[src/design/hlt_consts.svh]
`ifndef HLT_CONSTS_SVH
`define HLT_CONSTS_SVH

// ----------------------------------------------------------------
// register offsets
// ----------------------------------------------------------------
`define HLT_OFF_CTRL 3'h0
`define HLT_OFF_MODE 3'h1
`define HLT_OFF_PERIOD 3'h2
`define HLT_OFF_COUNT 3'h3
`define HLT_OFF_STATUS 3'h4

// ----------------------------------------------------------------
// field positions and reset values
// ----------------------------------------------------------------
`define HLT_CTRL_ON_BIT 7
`define HLT_ST_FLAG_BIT 0
`define HLT_ST_RUN_BIT 1
`define HLT_ST_ARMED_BIT 2
`define HLT_CTRL_RST 8'h00
`define HLT_MODE_RST 5'h00
`define HLT_PERIOD_RST 8'hff
`define HLT_SYNC_STAGES 2

`endif

[src/design/hlt_pkg.sv]
package hlt_pkg;

    // ------------------------------------------------------------
    // mode classes decoded from the mode field
    // ------------------------------------------------------------
    typedef enum logic [3:0] {
        HLT_FREE = 4'h0,
        HLT_GATE = 4'h1,
        HLT_EDGE_RST = 4'h2,
        HLT_LVL_RST = 4'h3,
        HLT_OS_SW = 4'h4,
        HLT_OS_EDGE = 4'h5,
        HLT_OS_EDGE_RST = 4'h6,
        HLT_OS_LVL_EDGE = 4'h7,
        HLT_MONO = 4'h8,
        HLT_OS_LVL = 4'h9,
        HLT_RESERVED = 4'ha
    } hlt_class_t;

    // ------------------------------------------------------------
    // control register layout
    // ------------------------------------------------------------
    typedef struct packed {
        logic on;
        logic [2:0] prescale_select;
        logic [3:0] postscale_select;
    } hlt_ctrl_t;

endpackage : hlt_pkg

[src/design/hlt_prescale.sv]
module hlt_prescale (
    input wire logic clk,
    input wire logic rst_n,
    input wire logic ce,
    input wire logic clear,
    input wire logic [2:0] prescale_select,
    output logic tick
);
    logic [6:0] div;
    logic [6:0] mask;

    // tick once every 2**prescale_select enabled clocks
    assign mask = 7'((8'h01 << prescale_select) - 8'h01);
    assign tick = ce && !clear && ((div & mask) == mask);

    always_ff @(posedge clk) begin
        if (!rst_n) begin
            div <= 7'h00;
        end else if (ce) begin
            div <= clear ? 7'h00 : 7'(div + 7'h01);
        end
    end
endmodule : hlt_prescale

[src/design/hlt_sync.sv]
module hlt_sync #(
    parameter int WIDTH = 2
) (
    input wire logic clk,
    input wire logic rst_n,
    input wire logic ce,
    input wire logic [WIDTH-1:0] d,
    output logic [WIDTH-1:0] q
);
    logic [WIDTH-1:0] stage1;

    // two-flop synchroniser; stage1 feeds only q
    always_ff @(posedge clk) begin
        if (!rst_n) begin
            stage1 <= '0;
            q <= '0;
        end else if (ce) begin
            stage1 <= d;
            q <= stage1;
        end
    end
endmodule : hlt_sync

[src/design/hlt_timer.sv]
// The address map and strobed register access were left to the implementer.
`include "hlt_consts.svh"

// Overview of operation
// (RULE1) edge-started modes need a fresh edge after run control is set again
// (RULE2) one-shot match: next clock clears run control, count stops at zero
// (RULE3) monostable match: next clock stops count at zero, run stays set
// (RULE4) flag raised when postscaler reaches the selected ratio, 1 to 16
// (RULE5) software enables the interrupt outside before delivery
// (RULE6) run control and external signal pass two sync flops first
// (RULE7) software gate: count while running, wrap to zero after match
// (RULE8) gate modes: code 1 counts while high, code 2 while low
// (RULE9) edge limit modes reset count on either, rising or falling edge
// (RULE10) early reset restarts counting two clocks after the event
// (RULE11) level limit modes hold count reset at low or high level
// (RULE12) level limit modes ignore the external signal while stopped
// (RULE13) level reset and release take effect two clocks late
// (RULE14) software one-shot counts when set, match resets and clears run
// (RULE15) software sets run again for each further one-shot cycle
// (RULE16) software one-shot pause and resume keeps the count
// (RULE17) edge one-shot waits for its edge, match clears run control
// (RULE18) edge limit one-shot starts on first edge, later edges reset
// (RULE19) edge limit one-shot ignores edges until run is set
// (RULE20) level-reset one-shot holds at level, starts on leaving it
// (RULE21) level-reset one-shot needs a new edge after run is cleared
// (RULE22) clearing run resets prescaler, postscaler and mode state
// (RULE23) edge monostable starts on edge, stops at match keeping run
// (RULE24) level one-shot counts only while run set and away from level
// (RULE25) prescale divides by two to the power of the field, up to 128
// (RULE26) edges found by comparing successive synchronised samples
// (RULE27) reserved codes hold count at zero with no match events
module hlt_timer
    import hlt_pkg::*;
(
    input wire logic clk,
    input wire logic rst_n,
    input wire logic ce,
    input wire logic [2:0] addr,
    input wire logic [7:0] wdata,
    input wire logic wr,
    input wire logic rd,
    output logic [7:0] rdata,
    input wire logic ext_reset_signal,
    output logic [7:0] count_value,
    output logic [7:0] period_value,
    output logic period_match,
    output logic postscaled,
    output logic irq_flag
);
    // ------------------------------------------------------------
    // decode functions
    // ------------------------------------------------------------
    function automatic hlt_class_t decode_mode(input logic [4:0] m);
        hlt_class_t c;
        c = HLT_RESERVED;
        unique case (m[4:3])
            2'b00: begin
                if (m[2:0] == 3'h0) c = HLT_FREE;
                else if (m[2:0] <= 3'h2) c = HLT_GATE;
                else if (m[2:0] <= 3'h5) c = HLT_EDGE_RST;
                else c = HLT_LVL_RST;
            end
            2'b01: begin
                if (m[2:0] == 3'h0) c = HLT_OS_SW;
                else if (m[2:0] <= 3'h3) c = HLT_OS_EDGE;
                else if (m[2:0] <= 3'h5) c = HLT_OS_EDGE_RST;
                else c = HLT_OS_LVL_EDGE;
            end
            2'b10: begin
                if (m[2:0] >= 3'h1 && m[2:0] <= 3'h3) c = HLT_MONO;
                else if (m[2:0] >= 3'h6) c = HLT_OS_LVL;
                else c = HLT_RESERVED;
            end
            2'b11: c = HLT_RESERVED;
        endcase
        return c;
    endfunction : decode_mode

    // qualifying edge for the mode code
    function automatic logic edge_hit(input logic [4:0] m,
                                      input logic rise, input logic fall);
        logic h;
        h = 1'b0;
        unique case (m)
            5'h03, 5'h0b, 5'h13: h = rise || fall;
            5'h04, 5'h09, 5'h0c, 5'h0e, 5'h11: h = rise;
            5'h05, 5'h0a, 5'h0d, 5'h0f, 5'h12: h = fall;
            default: h = 1'b0;
        endcase
        return h;
    endfunction : edge_hit

    // ------------------------------------------------------------
    // registers and state
    // ------------------------------------------------------------
    hlt_ctrl_t ctrl;
    logic [4:0] mode;
    logic [3:0] post_cnt;
    logic armed;
    logic done;
    logic ers_d;
    logic [1:0] sync_q;
    logic on_s;
    logic ers_s;
    logic tick;

    // ------------------------------------------------------------
    // synchronisers and prescaler
    // ------------------------------------------------------------
    hlt_sync #(.WIDTH(`HLT_SYNC_STAGES)) u_sync (
        .clk(clk),
        .rst_n(rst_n),
        .ce(ce),
        .d({ctrl.on, ext_reset_signal}),
        .q(sync_q)
    );
    assign on_s = sync_q[1]; // RULE6
    assign ers_s = sync_q[0]; // RULE6

    hlt_prescale u_pre (
        .clk(clk),
        .rst_n(rst_n),
        .ce(ce),
        .clear(!on_s),
        .prescale_select(ctrl.prescale_select),
        .tick(tick)
    ); // RULE25

    // ------------------------------------------------------------
    // mode decode and edge detection
    // ------------------------------------------------------------
    hlt_class_t cls;
    logic rise;
    logic fall;
    logic qual;
    logic at_rst_lvl;
    logic matched;
    logic one_shot;
    logic gate_ok;
    assign cls = decode_mode(mode);
    assign rise = ers_s && !ers_d; // RULE26
    assign fall = !ers_s && ers_d; // RULE26
    assign qual = on_s && edge_hit(mode, rise, fall); // RULE19
    assign at_rst_lvl = (ers_s == mode[0]); // RULE11
    assign matched = (count_value == period_value);
    assign one_shot = (cls == HLT_OS_SW) || (cls == HLT_OS_EDGE) ||
                      (cls == HLT_OS_EDGE_RST) || (cls == HLT_OS_LVL_EDGE) ||
                      (cls == HLT_OS_LVL);
    assign gate_ok = mode[0] ? ers_s : !ers_s; // RULE8

    // ------------------------------------------------------------
    // counter next state
    // ------------------------------------------------------------
    logic [7:0] next_count;
    logic next_armed;
    logic match_evt;
    logic run_en;
    logic hold_zero;
    logic early_rst;
    always_comb begin
        next_armed = armed;
        run_en = 1'b0;
        hold_zero = 1'b0;
        early_rst = 1'b0;
        unique case (cls)
            HLT_FREE: run_en = on_s; // RULE7
            HLT_GATE: run_en = on_s && gate_ok; // RULE8
            HLT_EDGE_RST: begin
                run_en = on_s;
                early_rst = qual; // RULE9 RULE10
            end
            HLT_LVL_RST: begin
                run_en = on_s && !at_rst_lvl; // RULE11 RULE13
                hold_zero = on_s && at_rst_lvl; // RULE12
            end
            HLT_OS_SW: run_en = on_s && !done; // RULE14 RULE16
            HLT_OS_EDGE, HLT_MONO: begin
                if (qual && !done) next_armed = 1'b1; // RULE17 RULE23
                run_en = on_s && armed && !done;
            end
            HLT_OS_EDGE_RST: begin
                if (qual && !done) next_armed = 1'b1; // RULE18
                early_rst = qual && armed; // RULE18
                run_en = on_s && armed && !done;
            end
            HLT_OS_LVL_EDGE: begin
                hold_zero = at_rst_lvl; // RULE20
                if (qual && !done) next_armed = 1'b1; // RULE20 RULE21
                run_en = on_s && armed && !done && !at_rst_lvl;
            end
            HLT_OS_LVL: begin
                hold_zero = at_rst_lvl; // RULE24
                run_en = on_s && !done && !at_rst_lvl; // RULE24
            end
            HLT_RESERVED: hold_zero = 1'b1; // RULE27
        endcase
        if (!on_s) next_armed = 1'b0; // RULE1 RULE22
        match_evt = run_en && tick && matched && !early_rst && !hold_zero;
        if (hold_zero || early_rst) next_count = 8'h00;
        else if (match_evt) next_count = 8'h00; // RULE2 RULE3 RULE7
        else if (run_en && tick) next_count = 8'(count_value + 8'h01);
        else next_count = count_value;
        if (match_evt && cls == HLT_MONO) next_armed = 1'b0; // RULE3
    end

    // one-shot match clears run control in the register
    logic hw_clr;
    logic sw_on_set;
    logic next_done;
    assign hw_clr = match_evt && one_shot; // RULE2 RULE14
    assign sw_on_set = wr && (addr == `HLT_OFF_CTRL) &&
                       wdata[`HLT_CTRL_ON_BIT];
    assign next_done = sw_on_set || !on_s ? 1'b0 :
                       (match_evt && (one_shot || cls == HLT_MONO)) ? 1'b1 :
                       done; // RULE15

    // ------------------------------------------------------------
    // postscaler
    // ------------------------------------------------------------
    logic post_hit;
    assign post_hit = match_evt && (post_cnt == ctrl.postscale_select);

    // ------------------------------------------------------------
    // register file writes
    // ------------------------------------------------------------
    logic flag_clr;
    assign flag_clr = wr && (addr == `HLT_OFF_STATUS) &&
                      wdata[`HLT_ST_FLAG_BIT];

    always_ff @(posedge clk) begin
        if (!rst_n) begin
            ctrl <= `HLT_CTRL_RST;
            mode <= `HLT_MODE_RST;
            period_value <= `HLT_PERIOD_RST;
        end else if (ce) begin
            if (wr && addr == `HLT_OFF_CTRL) ctrl <= wdata;
            else if (hw_clr) ctrl.on <= 1'b0; // RULE2
            if (wr && addr == `HLT_OFF_MODE) mode <= wdata[4:0];
            if (wr && addr == `HLT_OFF_PERIOD) period_value <= wdata;
        end
    end

    // counter, mode state, edge history and postscaler
    always_ff @(posedge clk) begin
        if (!rst_n) begin
            count_value <= 8'h00;
            armed <= 1'b0;
            done <= 1'b0;
            ers_d <= 1'b0;
            post_cnt <= 4'h0;
            period_match <= 1'b0;
            postscaled <= 1'b0;
        end else if (ce) begin
            count_value <= next_count;
            armed <= next_armed;
            done <= next_done;
            ers_d <= ers_s; // RULE26
            period_match <= match_evt;
            postscaled <= post_hit; // RULE4
            if (!on_s || post_hit) post_cnt <= 4'h0; // RULE22
            else if (match_evt) post_cnt <= 4'(post_cnt + 4'h1);
        end
    end

    // sticky flag, hardware set wins over software clear
    always_ff @(posedge clk) begin
        if (!rst_n) begin
            irq_flag <= 1'b0;
        end else if (ce) begin
            if (post_hit) irq_flag <= 1'b1; // RULE4
            else if (flag_clr) irq_flag <= 1'b0;
        end
    end

    // ------------------------------------------------------------
    // register reads, data one cycle after the strobe
    // ------------------------------------------------------------
    logic [7:0] rd_mux;
    assign rd_mux = (addr == `HLT_OFF_CTRL) ? ctrl :
                    (addr == `HLT_OFF_MODE) ? {3'h0, mode} :
                    (addr == `HLT_OFF_PERIOD) ? period_value :
                    (addr == `HLT_OFF_COUNT) ? count_value :
                    (addr == `HLT_OFF_STATUS) ?
                        {5'h00, armed, on_s, irq_flag} : 8'h00;

    always_ff @(posedge clk) begin
        if (!rst_n) begin
            rdata <= 8'h00;
        end else if (ce) begin
            rdata <= rd ? rd_mux : 8'h00;
        end
    end

    // ------------------------------------------------------------
    // assertions
    // ------------------------------------------------------------
    property p_os_clear;
        @(posedge clk) disable iff (!rst_n)
        (match_evt && one_shot && ce && !wr) |=>
            (count_value == 8'h00) && !ctrl.on;
    endproperty
    a_os_clear: assert property (p_os_clear) // RULE2
        else $error("one-shot match did not stop and clear run");

    property p_mono_keep;
        @(posedge clk) disable iff (!rst_n)
        (match_evt && cls == HLT_MONO && ce && !wr) |=>
            (count_value == 8'h00) && ctrl.on && !armed;
    endproperty
    a_mono_keep: assert property (p_mono_keep) // RULE3
        else $error("monostable match changed run or count");

    property p_post;
        @(posedge clk) disable iff (!rst_n)
        (post_hit && ce) |=> postscaled && irq_flag && (post_cnt == 4'h0);
    endproperty
    a_post: assert property (p_post) // RULE4
        else $error("postscaler hit not flagged");

    property p_sync;
        @(posedge clk) disable iff (!rst_n)
        $rose(ctrl.on) |-> !on_s ##1 !on_s;
    endproperty
    a_sync: assert property (p_sync) // RULE6
        else $error("run control passed sync too fast");

    property p_sw_gate;
        @(posedge clk) disable iff (!rst_n)
        (cls == HLT_FREE && run_en && tick && !matched) |=>
            count_value == 8'($past(count_value) + 8'h01);
    endproperty
    a_sw_gate: assert property (p_sw_gate) // RULE7
        else $error("software gate count did not increment");

    property p_gate;
        @(posedge clk) disable iff (!rst_n)
        (cls == HLT_GATE && ce && (mode[0] ? !ers_s : ers_s)) |=>
            $stable(count_value);
    endproperty
    a_gate: assert property (p_gate) // RULE8
        else $error("gated count moved");

    property p_edge_rst;
        @(posedge clk) disable iff (!rst_n)
        (cls == HLT_EDGE_RST && qual && ce) |=> count_value == 8'h00;
    endproperty
    a_edge_rst: assert property (p_edge_rst) // RULE9
        else $error("edge did not reset count");

    property p_lvl_ignore;
        @(posedge clk) disable iff (!rst_n)
        (cls == HLT_LVL_RST && !on_s && ce) |=> $stable(count_value);
    endproperty
    a_lvl_ignore: assert property (p_lvl_ignore) // RULE12
        else $error("stopped level mode reacted to signal");

    property p_reserved;
        @(posedge clk) disable iff (!rst_n)
        (cls == HLT_RESERVED && ce) |=>
            (count_value == 8'h00) && !period_match;
    endproperty
    a_reserved: assert property (p_reserved) // RULE27
        else $error("reserved mode counted");

    c_os_match: cover property (@(posedge clk) hw_clr);
    c_mono_match: cover property (@(posedge clk)
        match_evt && cls == HLT_MONO);
    c_edge_rst: cover property (@(posedge clk) early_rst && |count_value);
    c_post: cover property (@(posedge clk) post_hit && post_cnt != 4'h0);
endmodule : hlt_timer

[config.mk]
export PLATFORM = sky130hd
export DESIGN_NAME = hlt_timer
export DESIGN_NICKNAME = d
export VERILOG_FILES = /design/src/design/hlt_pkg.sv /design/src/design/hlt_prescale.sv /design/src/design/hlt_sync.sv /design/src/design/hlt_timer.sv
export VERILOG_INCLUDE_DIRS = /design/src /design/src/design
export SDC_FILE = /design/constraint.sdc
export NUM_CORES = 1
export LEC_CHECK = 0
export ABC_AREA = 1
export BUFFER_PORTS_ARGS = -buffer_cell sky130_fd_sc_hd__buf_2
export CORE_MARGIN = 2
export CORE_UTILIZATION = 64
export CTS_BUF_LIST = sky130_fd_sc_hd__clkbuf_4
export CTS_CLUSTER_DIAMETER = 50
export DETAILED_ROUTE_END_ITERATION = 12
export PLACE_DENSITY = 0.87
export SYNTH_ARGS = -nofsm -noshare
export SYNTH_HDL_FRONTEND = slang
export SYNTH_SLANG_ARGS = --single-unit
[constraint.sdc]
create_clock -name clk -period 3 [get_ports clk]
set_input_delay 0.3 -clock clk [delete_from_list [all_inputs] [get_ports clk]]
set_output_delay 0.3 -clock clk [all_outputs]
set_load 0.02 [all_outputs]
==> metrics.sh <==
SYNTHESIS.NETS=523
FOOTPRINT_OF_THE_MULTI_INPUT_GATES_SQ_UM=1830
TIMING.CRITICAL_PATH.TO='post_cnt[3]'
SYNTH_AREA_PER_CELL_SQ_UM=6.62
POST-PLACE-WS_PS=619
FF2FF_PATH_DEPTH=15
ACHIEVABLE-FREQUENCY_MHz=400
PLACEMENT.IO_BUFFERS=43
POWER_DENSITY_nW_PER_UM2=438
INITIAL_ANTENNA_VIOLATION_COUNT=0
NNETSFINAL=563
TIMING_HOLD_VIOLATIONS_FINAL=0
WORST_SLEW_MARGIN_REL_PCT=56.5
FINALCRITICALPERIOD_PS=2500
CTS_SINKS=58
TRITONCTS.NUM_BUFFERS=9
DIE_AREA_SQ_UM=5770
TRITONCTS='built'
SYNTH_WARNINGS=0
DRT_ITER0_MARKERS=467
CLOCK_INSERTION_DELAY_WORST_SKEW_PS=420
ROUTED_WIRE_PER_STD_CELL_UM=15.6
RR_ENDPOINT='post_cnt[3]'
CTSRESIZECOUNT=0
NUM_ROWS=26
GRT_START_MAX_NET_PINS=36
DRTPASS1ITERATIONS=8
SETUP_FIX_BUFS_POST_CTS=0
MAX-VDD-IR-DROP_mV=0.371
POST_SYNTH_MAIN_AREA_CONTRIBUTORS='sky130_fd_sc_hd__dfxtp_1 35%, sky130_fd_sc_hd__nand2_1 14%, sky130_fd_sc_hd__a21oi_1 7.4%, sky130_fd_sc_hd__nor2_1 6.1%, sky130_fd_sc_hd__inv_1 5.8%'
CORE_AREA_SQ_UM=5040
CRITICALPATHCATEGORY='reg2reg'
SYN2LAYOUT_AREA_GROWTH_PCT=11.4
GP_CONGESTION=0.959
WORSTPATHARRIVAL_PS=2820
PLACEDCELLCOUNT=600
EFFECTIVE_UTILIZATION_AT_FLOORPLAN_PCT=65.8
ROUTE.FINAL.WIRE_LENGTH_MM=9.59
CLOCK_PATH_BUFFERS=2
YOSYS.AREA.TOP_TYPE='sky130_fd_sc_hd__dfxtp_1'
FINALCRITPERIODSHARE_PCT=83.4
HOLD_SLACK_PS=119
GR-USAGE-ALL-LAYERS_PCT=33.9
FINAL-MAX-SLEW-VIOLATION-COUNT=0
MAX_SLEW.WORST_PIN.SLEW_PS=653
CLK_TRANSITION_REPORTED_PATHS_PS=110
UNIQUE_MASTERS_POST_SYNTH=35
DIE_W_UM=76.0
ASYNCSETRESETFLOPFRACSYNTH_PCT=0
FINAL.SETUP.TNS_PS=0
RATIO_OF_CELLS_WITH_DRIVE_ABOVE_1_IN_THE_FINAL_LAYOUT_PCT=14.9
FINALWORSTSETUPSLACK_PS=499
CTS_HTREE_LEVELS=3
FINALCLOCKSKEW_PS=15.0
CP.REQUIRED_PS=3320
POSTSYNTHREGISTERBITS=58
GRT_FIRST_PASS_WIRELENGTH_MM=15.8
NUMBER_OF_VIAS_AFTER_DETAILED_ROUTING=3667
IO-PIN-COUNT=44
FINALSETUPVIOLCOUNT=0
MIN-DELAY-PATH-CLASS='in2reg'
MIN_PATH_CELLS=3
P_LEAK_nW=1.72
REGTOREGSETUPSLACK_PS=500
SYNTHDOMINANTCELLAREASHARE_PCT=35.0
POSTCTSHOLDBUFS=0
FILLCELLCOUNT=418
GRT_PASS1_VIAS=3394
CRITICAL_PATH.ENDPOINT_TYPE='flop'
MAX_CAP_VIOLATIONS=0
REG_TO_REG_START='mode[4]'
WORSTSETUPSTARTPOINTTYPE='flop'
SYNTH_FF_TYPE='sky130_fd_sc_hd__dfxtp_1'
SYNTH_ENABLE_FLOP_CELLS=0
DIEHEIGHT_UM=76.0
YS_SEQ_AREA_SHARE_PCT=35.0
ANTENNA_CELLS=0
CLOCKROOTBUFFER='sky130_fd_sc_hd__clkbuf_4'
GRT_OVERFLOW=0
DRCVIOLATIONCOUNT=0
POST-DP-HPWL_MM=6.92
RUN_STATUS='complete, no violations'
POST_SYNTH_INSTANCE_AREA_SQ_UM=3320
GRT_SETUP_UNREPAIRED='no'
DRT.ANTENNA.VIOLATING_NETS=0
LAYOUT.CELLS.NON_FILLER=615
MAXIMUM_FANOUT_ALONG_THE_WORST_PATH=14
REGISTER_AREA_SQ_UM=1160
VIAS_PER_CELL=5.96
CRIT_PATH_START='mode[4]'
NETLIST_INSTANCES=501
[power breakdown]
group	internal (mW)	leakage (nW)	switching [mW]	total [mW]
combinational	0.0519	1.17	0.120	0.172
clock	0.329	0.0816	0.314	0.643
sequential	0.786	0.470	0.0186	0.804
total	1.17	1.72	0.452	1.62
[area by class of cell]
| type | count | area share (%) |
|---|---|---|
| multi-input cells | 366 | 49.6 |
| clock buffers | 9 | 1.83 |
| inverters | 61 | 6.26 |
| well taps | 70 | 2.37 |
| repair buffers | 45 | 6.23 |
| clock inverters | 6 | 2.24 |
| flip-flops and latches | 58 | 31.4 |
[state kept, by name, indices dropped and copies added (netlist names), 2 cells and up]
| name | count |
|---|---|
| mode | 5 |
| rdata | 8 |
| post_cnt | 4 |
| u_pre.div | 7 |
| u_sync.stage1 | 2 |
| ctrl | 8 |
| u_sync.q | 2 |
| count_value | 8 |
| period_value | 8 |
[synth_stat cells (8+ instances only)]
cell,n
sky130_fd_sc_hd__nand2_1,122
sky130_fd_sc_hd__dfxtp_1,58
sky130_fd_sc_hd__nor2_1,54
sky130_fd_sc_hd__inv_1,51
sky130_fd_sc_hd__a21oi_1,49
sky130_fd_sc_hd__nand3_1,37
sky130_fd_sc_hd__o21ai_0,30
sky130_fd_sc_hd__clkbuf_1,9
sky130_fd_sc_hd__o211ai_1,9
sky130_fd_sc_hd__nand4_1,8
sky130_fd_sc_hd__nor3_1,8
sky130_fd_sc_hd__o2111ai_1,8
sky130_fd_sc_hd__xor2_1,8
[kinds of logic (layout without fill, tap and decap cells)]
family | after synthesis | in the layout | synth area share, %
compound gates | 103 | 103 | 17.8
xor+xnor | 12 | 12 | 3.17
fa+ha+maj | 5 | 5 | 1.89
buf+inv | 77 | 121 | 9.69
flops | 58 | 58 | 35.0
simple gates | 246 | 246 | 32.4
[stage by stage]
step | util [%] | power (mW) | instance area [sq um]
global route | 73.3 | 1.67 | 3690
CTS | 73.3 | 1.61 | 3690
global placement | 70.3 | 0.981 | 3540
finish | 73.3 | 1.62 | 3690
floorplan | - | 0.931 | 3320
detailed placement | 70.3 | 0.987 | 3540
[layer usage]
layer	part of all wire, %	track usage, %
met5	0	0
met4	3.4	14.5
met3	9.9	6.99
met2	45	54.4
met1	41	44.6
[cells in the final DEF (no fill, tap or decap), drive strengths merged, types with 9 or more instances in the layout]
cell    instances
nand2         131
o21ai          30
inv            58
o211ai          9
nand3          39
clkbuf          9
nor2           56
dfxtp          58
a21oi          49
buf            45
[worst max-delay path: stages, from the launching register on]
cell and delay [ps]:
sky130_fd_sc_hd__dfxtp_1 570, sky130_fd_sc_hd__inv_1 210, sky130_fd_sc_hd__nor2_1 130, sky130_fd_sc_hd__nand3_1 110, sky130_fd_sc_hd__nand2_2 110, sky130_fd_sc_hd__inv_2 70, sky130_fd_sc_hd__nand3_2 90, sky130_fd_sc_hd__nand3_1 80
sky130_fd_sc_hd__nand2_2 90, sky130_fd_sc_hd__nand2_4 90, sky130_fd_sc_hd__nor2_4 100, sky130_fd_sc_hd__nand3_2 300, sky130_fd_sc_hd__nand2_2 200, sky130_fd_sc_hd__nand2_1 80, sky130_fd_sc_hd__nor2_1 110, sky130_fd_sc_hd__nor2_1 60
[how the worst min path moves through the flow]
stage | from | to
6_report | ext_reset_signal | u_sync.stage1[0]
5_1_grt | wdata[6] | period_value[6]
4_1_cts | ext_reset_signal | u_sync.stage1[0]
3_5_place_dp | rdata[7] | rdata[7]
3_3_place_gp | rdata[0] | rdata[0]
2_1_floorplan | wdata[1] | period_value[1]
(Power assumes the default switching activity.)
